**config.mk**
```make
export PLATFORM = sky130hd
export DESIGN_NAME = pwmp_top
export DESIGN_NICKNAME = d
export VERILOG_FILES = /design/src/rtl/pwmp_pkg.sv /design/src/rtl/pwmp_top.sv /design/src/rtl/pwmp_unit.sv
export VERILOG_INCLUDE_DIRS = /design/src /design/src/rtl
export SDC_FILE = /design/constraint.sdc
export NUM_CORES = 1
export LEC_CHECK = 0
export ABC_CLOCK_PERIOD_IN_PS = 2000
export BUFFER_PORTS_ARGS = -buffer_cell sky130_fd_sc_hd__buf_2
export CAP_MARGIN = 10
export CORE_MARGIN = 2
export CORE_UTILIZATION = 54
export DETAILED_ROUTE_END_ITERATION = 16
export PLACE_DENSITY = 0.87
export SYNTH_ARGS = -nofsm -noshare
export SYNTH_HDL_FRONTEND = slang
export SYNTH_SLANG_ARGS = --single-unit
```
**constraint.sdc**
```tcl
create_clock -name clock_i -period 2 [get_ports clock_i]
set_input_delay 0.6 -clock clock_i [delete_from_list [all_inputs] [get_ports clock_i]]
set_output_delay 0.6 -clock clock_i [all_outputs]
set_load 0.01 [all_outputs]
```
**src/rtl/pwmp_defines.svh**
```systemverilog
// constants for the pulse width measure pair: offsets, fields, reset values
// assumes inclusion by bare name from rtl files of this block
`ifndef PWMP_DEFINES_SVH
`define PWMP_DEFINES_SVH

// ----------------------------------------
// register offsets
// ----------------------------------------
`define PWMP_CFG0_ADDR 8'h9e
`define PWMP_CFG1_ADDR 8'h9f

// ----------------------------------------
// field positions
// ----------------------------------------
`define PWMP_IRQ_BIT 7
`define PWMP_STATE_BIT 6
`define PWMP_END_EDGE_BIT 5
`define PWMP_START_EDGE_BIT 4
`define PWMP_END_SRC_HI 3
`define PWMP_END_SRC_LO 2
`define PWMP_START_SRC_HI 1
`define PWMP_START_SRC_LO 0

// ----------------------------------------
// reset values
// ----------------------------------------
`define PWMP_CFG_RESET 8'h00

`endif

```
**src/rtl/pwmp_pkg.sv**
```systemverilog
// types shared by the pulse width measure pair files
// assumes the defines header is compiled alongside
package pwmp_pkg;

  // ----------------------------------------
  // unit state and configuration fields
  // ----------------------------------------
  typedef enum logic [1:0] {
    PWMP_WAIT,
    PWMP_COUNT,
    PWMP_DONE
  } pwmp_state_t;

  typedef struct packed {
    logic end_edge_sel;
    logic start_edge_sel;
    logic [1:0] end_source_sel;
    logic [1:0] start_source_sel;
  } pwmp_cfg_t;

endpackage

```
**src/rtl/pwmp_top.sv**
```systemverilog
// two pulse measurement units with their 8-bit configuration registers
// assumes an 8-bit special register bus with one-cycle write and read strobes
// and raw asynchronous pins; timer gate outputs feed timers 0 and 1
`timescale 1ns/1ns
`include "pwmp_defines.svh"

// Overview of operation
// two independent units, unit 0 paired with timer 0, unit 1 with timer 1.
// software picks start and stop events; timer counts only between them.
// config bit 7 is the interrupt flag, 1 when an event occurred.
// reading bit 6 gives state: 0 waiting for start, 1 counting.
// writing 1 to bit 6 resets unit, clears flag; writing 0 does nothing.
// bit 5 picks end edge: 0 rising, 1 falling.
// bit 4 picks start edge: 0 rising, 1 falling.
// start and end are single edges on the source, never levels.
// unit 0 sources: irq0 pin, serial0 rx, alternate serial0 rx, timer0 count in.
// unit 1 sources: irq1 pin, serial1 rx, alternate serial1 rx, port1 bit6.
// software enables the timer in gating mode right after the unit.
// software loads timer high byte 0, low byte 2 before start.
// on end event the timer stops and holds the cycle count.
// software clears the timer after reading the count.
// flag sets on end event whether or not interrupt is enabled.
// only software write or unit reset clears the flag, never service exit.
// pins are synchronised, edges found by sample compare, gate start to end.
// after start ignore starts; after end ignore all edges until reset.
module pwmp_top (
  input wire logic clock_i,
  input wire logic srst_i,
  input wire logic [7:0] reg_addr_i,
  input wire logic [7:0] reg_wdata_i,
  input wire logic reg_wr_i,
  input wire logic reg_rd_i,
  output logic [7:0] reg_rdata_o,
  input wire logic ext_irq0_pin_i,
  input wire logic serial0_receive_pin_i,
  input wire logic serial0_receive_alt_pin_i,
  input wire logic timer0_count_input_i,
  input wire logic ext_irq1_pin_i,
  input wire logic serial1_receive_pin_i,
  input wire logic serial1_receive_alt_pin_i,
  input wire logic port1_bit6_pin_i,
  output logic timer0_gate_o,
  output logic timer1_gate_o,
  output logic meas0_irq_flag_o,
  output logic meas1_irq_flag_o
);

  // ----------------------------------------
  // configuration storage
  // ----------------------------------------
  pwmp_pkg::pwmp_cfg_t cfg_q [2];
  pwmp_pkg::pwmp_cfg_t cfg_d [2];
  logic [1:0] flag_q;
  logic [1:0] flag_d;
  logic [1:0] sel_wr;
  logic [1:0] state_reset;
  logic [1:0] counting;
  logic [1:0] end_pulse;
  logic [1:0] gate;
  logic [3:0] pins [2];
  logic [7:0] rdata_q;
  logic [7:0] rdata_d;
  // register reset value; only the six stored bits are kept
  localparam logic [7:0] cfg_reset_val = `PWMP_CFG_RESET;

  assign sel_wr[0] = reg_wr_i && (reg_addr_i == `PWMP_CFG0_ADDR);
  assign sel_wr[1] = reg_wr_i && (reg_addr_i == `PWMP_CFG1_ADDR);

  // source order follows the select codes 00..11
  assign pins[0] = {timer0_count_input_i, serial0_receive_alt_pin_i,
                    serial0_receive_pin_i, ext_irq0_pin_i};
  assign pins[1] = {port1_bit6_pin_i, serial1_receive_alt_pin_i,
                    serial1_receive_pin_i, ext_irq1_pin_i};

  // ----------------------------------------
  // per-unit register, flag and unit instance
  // ----------------------------------------
  genvar u;
  generate
    for (u = 0; u < 2; u++)
    begin : g_unit
      // bit 6 written as 1 is a strobe, never stored
      assign state_reset[u] = sel_wr[u] && reg_wdata_i[`PWMP_STATE_BIT];

      always_comb
      begin
        cfg_d[u] = cfg_q[u];
        flag_d[u] = flag_q[u];
        if (sel_wr[u])
        begin
          cfg_d[u] = reg_wdata_i[5:0]; // see R6
          // software may write the flag either way
          flag_d[u] = reg_wdata_i[`PWMP_IRQ_BIT];
        end
        if (state_reset[u])
        begin
          flag_d[u] = 1'b0;
        end
        // a new end event beats a flag write of 0 in the same cycle; a unit reset suppresses the end event
        if (end_pulse[u])
        begin
          flag_d[u] = 1'b1; // see R15
        end
      end

      always_ff @(posedge clock_i)
      begin
        if (srst_i)
        begin
          cfg_q[u] <= pwmp_pkg::pwmp_cfg_t'(cfg_reset_val[5:0]);
          flag_q[u] <= 1'b0;
        end
        else
        begin
          cfg_q[u] <= cfg_d[u];
          flag_q[u] <= flag_d[u];
        end
      end

      pwmp_unit u_pwmp_unit (
        .clk_i(clock_i),
        .srst_i(srst_i),
        .src_pins_i(pins[u]),
        .cfg_i(cfg_q[u]),
        .state_reset_i(state_reset[u]),
        .gate_o(gate[u]),
        .counting_o(counting[u]),
        .end_pulse_o(end_pulse[u])
      );

    end
  endgenerate

  // ----------------------------------------
  // read data, registered one cycle after strobe
  // ----------------------------------------
  always_comb
  begin
    rdata_d = rdata_q;
    if (reg_rd_i)
    begin
      unique case (reg_addr_i)
        `PWMP_CFG0_ADDR: rdata_d = {flag_q[0], counting[0], cfg_q[0]}; // see R3
        `PWMP_CFG1_ADDR: rdata_d = {flag_q[1], counting[1], cfg_q[1]};
        default: rdata_d = 8'h00;
      endcase
    end
  end

  always_ff @(posedge clock_i)
  begin
    if (srst_i)
    begin
      rdata_q <= 8'h00;
    end
    else
    begin
      rdata_q <= rdata_d;
    end
  end

  // outputs come straight from registers or the unit state
  assign reg_rdata_o = rdata_q;
  assign timer0_gate_o = gate[0];
  assign timer1_gate_o = gate[1];
  assign meas0_irq_flag_o = flag_q[0];
  assign meas1_irq_flag_o = flag_q[1];
endmodule // pwmp_top

```
**src/rtl/pwmp_unit.sv**
```systemverilog
// one pulse measurement unit: pin sync, edge detect, gate state machine
// assumes asynchronous source pins and a single system clock
`timescale 1ns/1ns
`include "pwmp_defines.svh"

module pwmp_unit (
  input wire logic clk_i,
  input wire logic srst_i,
  input wire logic [3:0] src_pins_i,
  input wire pwmp_pkg::pwmp_cfg_t cfg_i,
  input wire logic state_reset_i,
  output logic gate_o,
  output logic counting_o,
  output logic end_pulse_o
);

  // ----------------------------------------
  // two-stage sync and previous sample
  // ----------------------------------------
  logic [3:0] meta_q;
  logic [3:0] meta_d;
  logic [3:0] sync_q;
  logic [3:0] sync_d;
  logic [3:0] prev_q;
  logic [3:0] prev_d;
  pwmp_pkg::pwmp_state_t state_q;
  pwmp_pkg::pwmp_state_t state_d;
  logic start_hit;
  logic end_hit;
  logic [3:0] rise;
  logic [3:0] fall;

  // sample every pin so switching source costs no sync latency
  always_comb
  begin
    meta_d = src_pins_i;
    sync_d = meta_q;
    prev_d = sync_q;
  end

  // no reset here: the stages fill with true pin levels while reset is held,
  // so release never shows a false edge on a pin that idles high; this needs
  // reset held for three or more cycles
  always_ff @(posedge clk_i)
  begin
    meta_q <= meta_d;
    sync_q <= sync_d;
    prev_q <= prev_d;
  end

  // ----------------------------------------
  // edge detect per pin
  // ----------------------------------------
  genvar g;
  generate
    for (g = 0; g < 4; g++)
    begin : g_edge
      assign rise[g] = sync_q[g] & ~prev_q[g]; // see R8
      assign fall[g] = ~sync_q[g] & prev_q[g];
    end
  endgenerate

  // edge polarity: 0 rising, 1 falling
  assign start_hit = cfg_i.start_edge_sel ? fall[cfg_i.start_source_sel]
                                          : rise[cfg_i.start_source_sel]; // see R7
  assign end_hit = cfg_i.end_edge_sel ? fall[cfg_i.end_source_sel]
                                      : rise[cfg_i.end_source_sel];

  // ----------------------------------------
  // gate state machine
  // ----------------------------------------
  always_comb
  begin
    state_d = state_q;
    end_pulse_o = 1'b0;
    unique case (state_q)
      pwmp_pkg::PWMP_WAIT:
      begin
        if (start_hit)
        begin
          state_d = pwmp_pkg::PWMP_COUNT;
        end
      end
      pwmp_pkg::PWMP_COUNT:
      begin
        // extra start edges are ignored here
        if (end_hit)
        begin
          state_d = pwmp_pkg::PWMP_DONE; // see R13
          end_pulse_o = 1'b1;
        end
      end
      pwmp_pkg::PWMP_DONE:
      begin
        state_d = pwmp_pkg::PWMP_DONE;
      end
      default:
      begin
        state_d = pwmp_pkg::PWMP_WAIT;
      end
    endcase
    // software reset wins over any edge in the same cycle
    if (state_reset_i)
    begin
      state_d = pwmp_pkg::PWMP_WAIT;
      end_pulse_o = 1'b0;
    end
  end

  always_ff @(posedge clk_i)
  begin
    if (srst_i)
    begin
      state_q <= pwmp_pkg::PWMP_WAIT;
    end
    else
    begin
      state_q <= state_d;
    end
  end

  assign counting_o = (state_q == pwmp_pkg::PWMP_COUNT);
  assign gate_o = counting_o;
endmodule // pwmp_unit

```
### Word-level counts from Yosys, hierarchy flattened

Memories as Yosys holds them, arrays and structs flattened.
Cells that the tools add are included.

* mux-type cells: 46
* multiply operators: 0
* magnitude comparators: 4
* bitwise logic cells: 34
* equality and inequality tests: 10
* shift-type cells: 0
* add/subtract/negate cells: 0
* reductions and logical operators: 12
* div/mod/pow operators: 0

Operators with widths (count)
* two-way mux 1 bit: 27
* two-way mux 6 bit: 4
* AND 1 bit: 16
* binary-select mux 1 bit (select 2 bit): 8
* equality test 8 bit (second input constant): 2
* NOT 1 bit: 16
* case mux 8 bit (2 select lines): 1
* less-than comparator 2 x 3 -> 1 bit (second input constant): 4
* case mux 2 bit (3 select lines): 2
* two-way mux 2 bit: 4
* inequality test 2 x 1 -> 1 bit (second input constant): 4
* nonzero test 3 bit: 2
* equality test 2 x 1 -> 1 bit (second input constant): 2
* equality test 2 bit (second input constant): 2
* logical AND 1 bit: 4
* logical NOT 2 bit: 2
* AND reduction 2 bit: 2
* OR reduction 2 bit: 2
* OR 1 bit: 2

* word-level logic and storage cells: 118
* output and inout port bits: 12
* bits of input ports: 28
* memory bits (read-only): 0
* memories: 1
* latch bits: 0
* register bits: 38
* bits in writable memories: 12

Memory list
* cfg_q: depth 2, bits a word 6, read ports 2, clocked after memory_dff 0, wr ports 2, RTL line pwmp_top.sv:51 `pwmp_pkg::pwmp_cfg_t cfg_q [2];`

### Logic depth before layout (Yosys ltp)

Gate-level depths: netlist of run 1.

* depth in word-level cells: 9
* mapped depth: 7
* depth with buffers taken out: 6

### Modules after synthesis

From an unflattened synthesis of run 1, not the netlist that was laid out.

* cells, all modules: 221
* area total of the unflattened synthesis: 2304.7 sq um

By module, submodules not included
* pwmp_top: area an instance 1046.0 sq um, seq. area each 440.4 sq um, cells an instance 105, instances 1
* pwmp_unit (g_unit[1].u_pwmp_unit): area an instance 630.6 sq um, seq. area each 280.3 sq um, cells an instance 58, instances 1
* pwmp_unit (g_unit[0].u_pwmp_unit): area an instance 628.1 sq um, seq. area each 280.3 sq um, cells an instance 58, instances 1

### Worst setup path after synthesis of run 1

No wires, ideal clock.

* path kind: input -> register
* from: input reg_addr_i[5]
* to: register flag_q[0], in the netlist meas0_irq_flag_o
* arrival: 1626 ps
* slack: 254 ps
* stages on the path: 7
* path through: and4bb_1 and3_1 buf_4 and2_1 buf_6 mux2i_1 a21boi_1

* word-level cells in the longest chain between the ends: 5
* elaborated cells on any way between the ends: 7

Ends and longest elaborated chain
* start: declaration: RTL line pwmp_top.sv:29 `input wire logic [7:0] reg_addr_i,`
* equality test 8 bit (*)
* logical AND 1 bit (*): RTL line pwmp_top.sv:66 `` assign sel_wr[0] = reg_wr_i && (reg_addr_i == `PWMP_CFG0_ADDR); ``
* logical AND 1 bit: RTL line pwmp_top.sv:83 `` assign state_reset[u] = sel_wr[u] && reg_wdata_i[`PWMP_STATE_BIT]; ``
* two-way mux 1 bit (on tied branches): RTL line pwmp_unit.sv:103, pwmp_top.sv:95
* nonzero test 3 bit (no source line) or two-way mux 1 bit (tied branches)
* end signal: indexed assignment: RTL line pwmp_top.sv:116 `flag_q[u] <= flag_d[u];`
* end: declaration: RTL line pwmp_top.sv:53 `logic [1:0] flag_q;`

Mark *: on every way between the ends. The rest lies on a longest branch, timed or not.
A chain may end at the register's enable or synchronous reset.

### Worst setup path in the final report of run 1

* from: register g_unit[1].u_pwmp_unit.state_q[1]
* to: output timer1_gate_o

* word-level cells in the longest chain between the ends: 1

Ends and longest elaborated chain
* start: declaration: RTL line pwmp_unit.sv:26 `pwmp_pkg::pwmp_state_t state_q;`
* start signal: assignment: RTL line pwmp_unit.sv:114 `state_q <= pwmp_pkg::PWMP_WAIT;`
* start signal: assignment: RTL line pwmp_unit.sv:118 `state_q <= state_d;`
* equality test 2 x 1 -> 1 bit: RTL line pwmp_unit.sv:122 `assign counting_o = (state_q == pwmp_pkg::PWMP_COUNT);`
* end: declaration: RTL line pwmp_top.sv:43 `output logic timer1_gate_o,`

No other way between the ends.

==> results of run 1 <==
[placed cells by master, fill, tap and decap left out, types with 3 or more instances in the layout]
cell,synthesis,final
mux2_2,7,7
a32oi_1,3,3
and3_1,3,3
nor2_1,14,14
nor4bb_1,4,4
o21ai_0,3,3
dfxtp_1,50,50
nor4b_1,5,5
inv_1,7,7
nor2b_1,8,8
nand3_1,13,13
ha_1,4,4
nand2b_1,7,7
nand2_1,16,16
buf_2,1,39
a21boi_1,4,4
a21oi_1,14,14
mux2i_1,10,10
clkbuf_8,0,6
mux4_2,3,3
[power by group]
group	internal, uW	switching, uW	total, uW
combinational	187	197	384
sequential	1060	38.7	1100
clock	411	332	743
[through the flow]
step                instance area, um2  instances   util  hold slack [ns]
detailed placement                2340        286  0.631            0.313
CTS                               2470        294  0.664            0.334
global route                      2470        294  0.664            0.342
global placement                  2340        286  0.631            0.310
finish                            2470        294  0.664            0.331
floorplan                         2110        204      -            0.310
[Yosys cell counts, drive strengths merged]
master and count:
inv 7, a32oi 3, a31oi 2, nand3 13
nor2b 8, nor3b 2, dfxtp 50, nor2 14
nor4b 6, and4bb 3, a21oi 14, mux4 4
mux2i 10, o21ai 5, a21boi 4, mux2 7
nand2b 8, ha 4, and4b 2, buf 4
and3 3, clkbuf 3, and2 2, a32o 2
nor4 2, nor4bb 4, nand2 16, and3b 2
[final timing paths]
path | from | end | slack [ns] | cells after the start
setup / recovery | g_unit[1].u_pwmp_unit.state_q[1] | timer1_gate_o | 0.22 | 3
setup reg to reg | cfg_q[1][2] | g_unit[1].u_pwmp_unit.state_q[1] | 0.31 | 4
hold / removal | g_unit[0].u_pwmp_unit.meta_q[2] | g_unit[0].u_pwmp_unit.prev_d[2] | 0.33 | 0
hold reg to reg | g_unit[0].u_pwmp_unit.meta_q[2] | g_unit[0].u_pwmp_unit.prev_d[2] | 0.33 | 0
[layout make-up]
type                       instances  area (um2)
tap                               48        60.1
multi-input combinational        140        1050
clock buffer                       6        82.6
clock inverter                     2        38.8
sequential                        50        1000
fill                             308        1250
timing repair buffer              41         210
inverter                           7        26.3
[routing by layer]
metal  up-vias  track usage  share of wire
met5         -            0              0
met4         0       0.0638          0.014
met3         6       0.0422          0.054
met2        46        0.345           0.49
met1       743        0.250           0.44
li1        814            -              -
[flip-flops by register name, indices dropped and copies added, names as in the netlist]
register and cells:
cfg_q 12, g_unit.u_pwmp_unit.meta_q 8, g_unit.u_pwmp_unit.prev_d 8, g_unit.u_pwmp_unit.prev_q 8, g_unit.u_pwmp_unit.state_q 4, meas0_irq_flag_o 1
meas1_irq_flag_o 1, reg_rdata_o 8
[worst max-delay path, stage by stage, from the launching register on]
cell     delay, ns
dfxtp_1       0.32
inv_1         0.07
ha_1          0.30
buf_2         0.19
[logic make-up after synthesis]
| kind of cell | count (synthesis) | share of synthesized area |
|---|---|---|
| adders and majority gates | 4 | 0.0237 |
| AOI/OAI and AO/OA | 30 | 0.0876 |
| buffers and inverters | 14 | 0.0308 |
| muxes | 21 | 0.129 |
| DFF | 50 | 0.474 |
| and+or+nand+nor | 85 | 0.255 |
==> impl_metrics.json, run 1 <==
{
  "status": "complete, no violations",
  "root_buffer": "clkbuf_8",
  "p_total_uw": 2230,
  "power_leakage_uw": 0.00102,
  "arrival_ns": 1.18,
  "via_per_inst": 5.47,
  "worstPathRequired_ns": 1.40,
  "cts_buffers": 5,
  "ant_nets": 0,
  "grtUsageTotal": 0.201,
  "portBuffers": 39,
  "synth_area_leaders": "dfxtp_1, mux2i_1, mux2_2",
  "cts_hold_buf": 0,
  "yosys_register_bits": 50,
  "worst_slew_pin_slew_ns": 0.493,
  "ys_types": 41,
  "syn_inst": 204,
  "routed_wl_mm": 3.98,
  "grt_overflow": 0,
  "die_area_mm2": 0.00443,
  "path_clk_slew_ns": 0.09,
  "setup_viol": 0,
  "antenna_found_initial": 0,
  "coreArea_mm2": 0.00372,
  "drt_iter0_drc": 57,
  "drv_slew": 0,
  "cts-htree-levels": 2,
  "post-route-period-util": 0.892,
  "num_vias": 1609,
  "max-vdd-ir-drop_mv": 0.558,
  "cp-start-kind": "flip-flop",
  "io_pins": 40,
  "dp_slack_ns": 0.0963,
  "synth_nets": 236,
  "post_cts_buffers": 0,
  "dpl.hpwl_mm": 3.06,
  "clock_sinks": 50,
  "nNetsFinal": 277,
  "fin_worst_skew_ns": 0.00897,
  "cts_tree": "done",
  "period_needed_ns": 1.78,
  "setup_slack_ns": 0.217,
  "routabilityCongestion": 0.799,
  "ys_seq_area_frac": 0.474,
  "end_kind": "output pin",
  "cts_resized": 0,
  "crit_type": "reg2out",
  "min-delay-path-class": "reg2reg",
  "clk_path_buf_depth": 2,
  "syn_to_final_growth_pct": 16.7,
  "dieHeight_um": 66.6,
  "drive_gt1_frac": 0.272,
  "finalHoldViolations": 0,
  "rsz0062_at_grt": "false",
  "grt_pass1_vias": 1501,
  "power.density_mw_per_mm2": 902,
  "yosysTopAreaCell": "dfxtp_1",
  "slew_headroom": 0.669,
  "grt_pass1_wl_mm": 6.78,
  "drtPass1Iterations": 4,
  "yosys_warnings": 0,
  "avgSynthCellArea_um2": 10.4,
  "fmax_ghz": 0.561,
  "finalSetupTns_ns": 0,
  "drc_errors": 0,
  "grt_max_degree": 23,
  "synth_area_mm2": 0.00211,
  "insertedDiodeCount": 0,
  "worstPathMaxFanout": 7,
  "clk_latency_ns": 0.30,
  "std_cell_rows": 22,
  "die_w_um": 66.6,
  "floorplan.initialDensity": 0.569,
  "maxCapViolations": 0,
  "synthDominantCellAreaShare": 0.474,
  "wl_per_cell_um": 13.5
}
Note: power is estimated with default switching activity, not from simulation.
==> run 2: changes to the inputs <==
--- a/config.mk
+++ b/config.mk
@@ -9,7 +9,6 @@
 export ABC_CLOCK_PERIOD_IN_PS = 2000
 export BUFFER_PORTS_ARGS = -buffer_cell sky130_fd_sc_hd__buf_2
 export CAP_MARGIN = 10
-export CORE_MARGIN = 2
 export CORE_UTILIZATION = 54
 export DETAILED_ROUTE_END_ITERATION = 16
 export PLACE_DENSITY = 0.87
==> run 2 against run 1 <==
Compared with the run above: register-to-register slack barely moved; sequential share of layout area is 0.12 points lower; power down 0.23%; die area is 5.9% lower; clock skew is 0.0024 ns lower.
==> impl_metrics.json, run 2 (synthesis results as in run 1) <==
{
  "clk_path_buf_depth": 2,
  "min-delay-path-class": "reg2reg",
  "maxCapViolations": 0,
  "finalHoldViolations": 0,
  "drive_gt1_frac": 0.272,
  "clock_sinks": 50,
  "drc_errors": 0,
  "io_pins": 40,
  "setup_slack_ns": 0.205,
  "post-route-period-util": 0.897,
  "cts_buffers": 5,
  "path_clk_slew_ns": 0.09,
  "insertedDiodeCount": 0,
  "syn_to_final_growth_pct": 17.1,
  "ant_nets": 0,
  "final_common_cell": "dfxtp_1",
  "final_area_mm2": 0.00247,
  "whs_ns": 0.332,
  "ff2ff_path_depth": 4,
  "die_w_um": 64.6,
  "critPathBufInv": 1,
  "routabilityCongestion": 0.859,
  "via_per_inst": 5.53,
  "max-vdd-ir-drop_mv": 0.654,
  "startpoint": "g_unit[1].u_pwmp_unit.state_q[0]",
  "slowest_delay_ns": 0.37,
  "cts_hold_buf": 0,
  "worstPathRequired_ns": 1.40,
  "cts_tree": "done",
  "drtPass1Iterations": 4,
  "setup_viol": 0,
  "clk_latency_ns": 0.31,
  "portBuffers": 39,
  "die_area_mm2": 0.00417,
  "cp_cell_sequence": "ha_1, buf_2",
  "num_vias": 1625,
  "wl_per_cell_um": 14.2,
  "coreArea_mm2": 0.00372,
  "final_cell_mix": "dfxtp_1, buf_2, nand2_1",
  "end_kind": "output pin",
  "antenna_found_initial": 0,
  "drv_slew": 0,
  "worstPathMaxFanout": 7,
  "cts-htree-levels": 2,
  "grt_pass1_vias": 1661,
  "cp-start-kind": "flip-flop",
  "fin_cells": 294,
  "dp_slack_ns": 0.0985,
  "dp.cells": 286,
  "placed_cell_area_mm2": 0.00236,
  "r2r_start": "cfg_q[1][0]",
  "cts_resized": 0,
  "dpl.hpwl_mm": 3.09,
  "crit_type": "reg2out",
  "grt_max_degree": 23,
  "root_buffer": "clkbuf_8",
  "slew_headroom": 0.691,
  "finalSetupTns_ns": 0,
  "worst-path-stages": 2,
  "dieHeight_um": 64.6,
  "std_cell_rows": 22,
  "grt_pass1_wl_mm": 7.27,
  "rsz0062_at_grt": "false",
  "fmax_ghz": 0.557,
  "nNetsFinal": 277,
  "largest_reg_flops": 12,
  "grtUsageTotal": 0.229,
  "hp-start": "g_unit[0].u_pwmp_unit.meta_q[2]",
  "arrival_ns": 1.19,
  "floorplan.initialDensity": 0.569,
  "cp_top_family": "flip-flops",
  "power.density_mw_per_mm2": 898,
  "nFillCells": 323,
  "post_cts_buffers": 0,
  "worstHoldPathCells": 0,
  "largest-register": "cfg_q",
  "grt_overflow": 0,
  "power_leakage_uw": 0.00102,
  "status": "complete, no violations",
  "slowest_stage": "dfxtp_1",
  "routed_wl_mm": 4.18,
  "drt_iter0_drc": 56,
  "period_needed_ns": 1.79,
  "worst_slew_pin_slew_ns": 0.459,
  "fin_worst_skew_ns": 0.00660
}
## run 2: changes by cell type in the layout (fill, tap and decap cells not counted)
| cell | before | now |
|---|---|---|
| buf_12 | 0 | 1 |
| buf_4 | 2 | 1 |
| clkbuf_8 | 6 | 5 |
| inv_6 | 1 | 2 |
## run 2: final cells by class
cell class / count / area [um2] / area share
tap: 48 / 60.1 / 0.0243
clock buffer: 5 / 68.8 / 0.0278
timing repair buffer: 41 / 223 / 0.0900
clock inverter: 3 / 47.5 / 0.0192
multi-input combinational: 140 / 1050 / 0.423
sequential: 50 / 1000 / 0.405
inverter: 7 / 26.3 / 0.0106
## run 2: worst paths after layout
| kind | end | slack, ns |
|---|---|---|
| worst max-delay path | timer1_gate_o | 0.21 |
| worst min-delay path | g_unit[0].u_pwmp_unit.prev_d[2] | 0.33 |
| worst max register to register | g_unit[1].u_pwmp_unit.state_q[0] | 0.32 |
| worst min register to register | g_unit[0].u_pwmp_unit.prev_d[2] | 0.33 |
## run 2: worst reg2reg max path: cells and delay by family, from the launching register on
family	cells	cell delay, ns
flip-flops	1	0.49
multiplexers	1	0.63
AO/OA/AOI/OAI	3	0.45
## run 2: where the power goes
part | leakage (uW) | internal, uW | total, uW | switching, uW
clock network | 0.0000591 | 381 | 731 | 349
registers | 0.000413 | 1060 | 1100 | 41.0
logic | 0.000553 | 188 | 389 | 202
## run 2: routing by layer
| metal | GRT usage | up-vias | wire [um] |
|---|---|---|---|
| met1 | 0.263 | 756 | 1810 |
| met3 | 0.0563 | 8 | 185 |
| li1 | - | 811 | - |
| met2 | 0.400 | 50 | 2100 |
| met4 | 0.103 | 0 | 89 |
| met5 | 0 | - | 0 |
## run 2: through the flow
stage	util	total power, uW
after floorplan	-	1390
after global placement	0.634	1500
after detailed placement	0.634	1510
after CTS	0.666	2240
after global routing	0.666	2340
final	0.666	2220
==> run 3: changes to the inputs <==
--- a/config.mk
+++ b/config.mk
@@ -6,9 +6,9 @@
 export SDC_FILE = /design/constraint.sdc
 export NUM_CORES = 1
 export LEC_CHECK = 0
+export ABC_AREA = 1
 export ABC_CLOCK_PERIOD_IN_PS = 2000
 export BUFFER_PORTS_ARGS = -buffer_cell sky130_fd_sc_hd__buf_2
-export CAP_MARGIN = 10
 export CORE_UTILIZATION = 54
 export DETAILED_ROUTE_END_ITERATION = 16
 export PLACE_DENSITY = 0.87
==> run 3 against run 2 <==
Compared with the run above: sequential share of layout area rose by 0.19 points; combinational power fell by 6.9%; non-clock buffer count fell by 2; maximum frequency rose by 5.7%; synthesized cell count rose by 34%; via count rose by 19%; critical path depth rose by 1; sequential power barely moved; area after synthesis rose by 0.77%; highest routed layer unchanged.
==> impl_metrics.json, run 3 <==
{
  "drtPass1Iterations": 5,
  "yosys-top-cells-count": "nand3_1, inv_1, dfxtp_1, nor2_1, nand2_1",
  "die_w_um": 64.8,
  "hp-start": "g_unit[1].u_pwmp_unit.meta_q[0]",
  "worst_slew_pin_slew_ns": 0.461,
  "power_leakage_uw": 0.00117,
  "portBuffers": 39,
  "largest-register": "cfg_q",
  "r2r_start": "cfg_q[0][2]",
  "cts_tree": "done",
  "slowest_stage": "dfxtp_1",
  "synth_most_common_cell": "nand3_1",
  "clk_path_buf_depth": 2,
  "io_pins": 40,
  "maxCapViolations": 0,
  "via_per_inst": 5.34,
  "fin_worst_skew_ns": 0.00660,
  "largest_reg_flops": 12,
  "cts_buffers": 5,
  "min-delay-path-class": "reg2reg",
  "cts-htree-levels": 2,
  "std_cell_rows": 22,
  "internal_power_uw": 1590,
  "nFillCells": 331,
  "drive_gt1_frac": 0.175,
  "regToRegSetupSlack_ns": 0.67,
  "final_cell_mix": "nand3_1, inv_1, dfxtp_1",
  "cts_resized": 0,
  "dp_slack_ns": 0.149,
  "cts_hold_buf": 0,
  "antenna_found_initial": 0,
  "wl_per_cell_um": 12.1,
  "routabilityCongestion": 0.831,
  "clock_sinks": 50,
  "worstPathMaxFanout": 4,
  "max-vdd-ir-drop_mv": 0.749,
  "syn_inst": 273,
  "combPwrFrac": 0.167,
  "grt_max_degree": 18,
  "rsz0062_at_grt": "false",
  "clkPwrFrac": 0.322,
  "slew_headroom": 0.692,
  "synth_area_leaders": "dfxtp_1, nand3_1, inv_1",
  "drt_iter0_drc": 99,
  "dieHeight_um": 64.8,
  "final_common_cell": "nand3_1",
  "drc_errors": 0,
  "fmax_ghz": 0.589,
  "cp_top_family": "flip-flops",
  "p_seq_frac": 0.510,
  "switchingPower_uw": 578,
  "cp_cell_sequence": "inv_1, ha_1, buf_2",
  "worstHoldPathCells": 0,
  "ys_seq_area_frac": 0.470,
  "post-route-period-util": 0.849,
  "arrival_ns": 1.10,
  "post_cts_buffers": 0,
  "yosys_warnings": 0,
  "routed_wl_mm": 4.40,
  "slowest_delay_ns": 0.32,
  "period_needed_ns": 1.70,
  "finalSetupTns_ns": 0,
  "dpl.hpwl_mm": 3.41,
  "whs_ns": 0.331,
  "num_vias": 1940,
  "clk_latency_ns": 0.30,
  "insertedDiodeCount": 0,
  "synthDominantCellAreaShare": 0.470,
  "grt_overflow": 0,
  "regToRegEndpoint": "g_unit[0].u_pwmp_unit.state_q[0]",
  "final_util": 0.663,
  "nNetsFinal": 346,
  "end_kind": "output pin",
  "crit_type": "reg2out",
  "setup_viol": 0,
  "yosysTopAreaCell": "dfxtp_1",
  "switching_share": 0.267,
  "root_buffer": "clkbuf_8",
  "path_clk_slew_ns": 0.09,
  "worstPathRequired_ns": 1.40,
  "cp-start-kind": "flip-flop",
  "critPathBufInv": 2,
  "ys.flop_type": "dfxtp_1",
  "grtUsageTotal": 0.234,
  "synth_edf_count": 0,
  "grt_pass1_wl_mm": 7.57,
  "power.density_mw_per_mm2": 879,
  "grt_pass1_vias": 1834,
  "finalHoldViolations": 0,
  "status": "complete, no violations",
  "coreArea_mm2": 0.00372,
  "floorplan.initialDensity": 0.573,
  "ys_types": 21,
  "syn_to_final_growth_pct": 15.6,
  "drv_slew": 0,
  "ys_async_sr_fraction": 0,
  "avgSynthCellArea_um2": 7.80,
  "ff2ff_path_depth": 7,
  "setup_slack_ns": 0.302,
  "ant_nets": 0,
  "synth_area_mm2": 0.00213,
  "synth_nets": 305,
  "yosys_register_bits": 50,
  "hold_path_end": "g_unit[1].u_pwmp_unit.prev_d[0]",
  "die_area_mm2": 0.00420
}
## run 3: cell count changes after synthesis, moves of 5 or more
cell	delta
nor2b_1	-8
o22ai_1	+6
mux2i_1	-10
o21ai_0	+8
nand3_1	+57
nor4b_1	-5
nand2b_1	-7
o21ai_1	+7
inv_1	+44
nor2_1	+5
mux2_2	-7
## run 3: worst max-delay path by stage
stage / start / endpoint / slack, ns / cells past startpoint
after floorplan: reg_addr_i[4] / cfg_q[0][3] / 0.45 / 6
after global placement: reg_addr_i[6] / meas1_irq_flag_o / 0.20 / 7
after detailed placement: reg_addr_i[6] / meas1_irq_flag_o / 0.15 / 7
after CTS: g_unit[0].u_pwmp_unit.state_q[1] / timer0_gate_o / 0.30 / 3
after global routing: g_unit[0].u_pwmp_unit.state_q[1] / timer0_gate_o / 0.25 / 3
final: g_unit[0].u_pwmp_unit.state_q[1] / timer0_gate_o / 0.30 / 3
## run 3: layout make-up
cell class | instances | area (um2) | area share
timing repair buffer | 39 | 195 | 0.0793
clock buffer | 5 | 68.8 | 0.0279
inverter | 51 | 191 | 0.0777
clock inverter | 3 | 43.8 | 0.0178
multi-input combinational | 167 | 902 | 0.366
sequential | 50 | 1000 | 0.407
tap | 48 | 60.1 | 0.0244
## run 3: power groups by stage
stage | clock network (uW) | registers, uW | logic [uW]
finish | 698 | 1100 | 362
CTS | 710 | 1100 | 367
global route | 754 | 1110 | 410
detailed placement | 0 | 1130 | 361
global placement | 0 | 1130 | 349
floorplan | 0 | 1120 | 249
## run 3: through the flow
step                      power [uW]  std cells  area [um2]
after CTS                       2180        363        2460
after floorplan                 1370        273        2130
after global placement          1480        355        2350
after global routing            2280        363        2460
after detailed placement        1490        355        2350
final                           2160        363        2460
## run 3: worst register-to-register path: cells and delay by family, from the launching register on
family	cells	cell delay (ns)
buf+inv	1	0.15
simple gates	5	0.47
compound gates	1	0.20
flops	1	0.41
## run 3: per-layer routing
layer | vias to the layer above | track usage | routed length, um
li1 | 988 | - | -
met2 | 71 | 0.411 | 2160
met1 | 873 | 0.271 | 1920
met4 | 0 | 0.103 | 89
met5 | - | 0 | 0
met3 | 8 | 0.0458 | 231
## run 3: cell families (layout without fill, tap and decap cells)
logic type | after synthesis | after routing | synth area share
flip-flops | 50 | 50 | 0.470
AO/OA/AOI/OAI | 45 | 45 | 0.113
buffers and inverters | 56 | 98 | 0.106
AND/OR/NAND/NOR | 118 | 118 | 0.287
adder cells (fa/ha/maj) | 4 | 4 | 0.0235
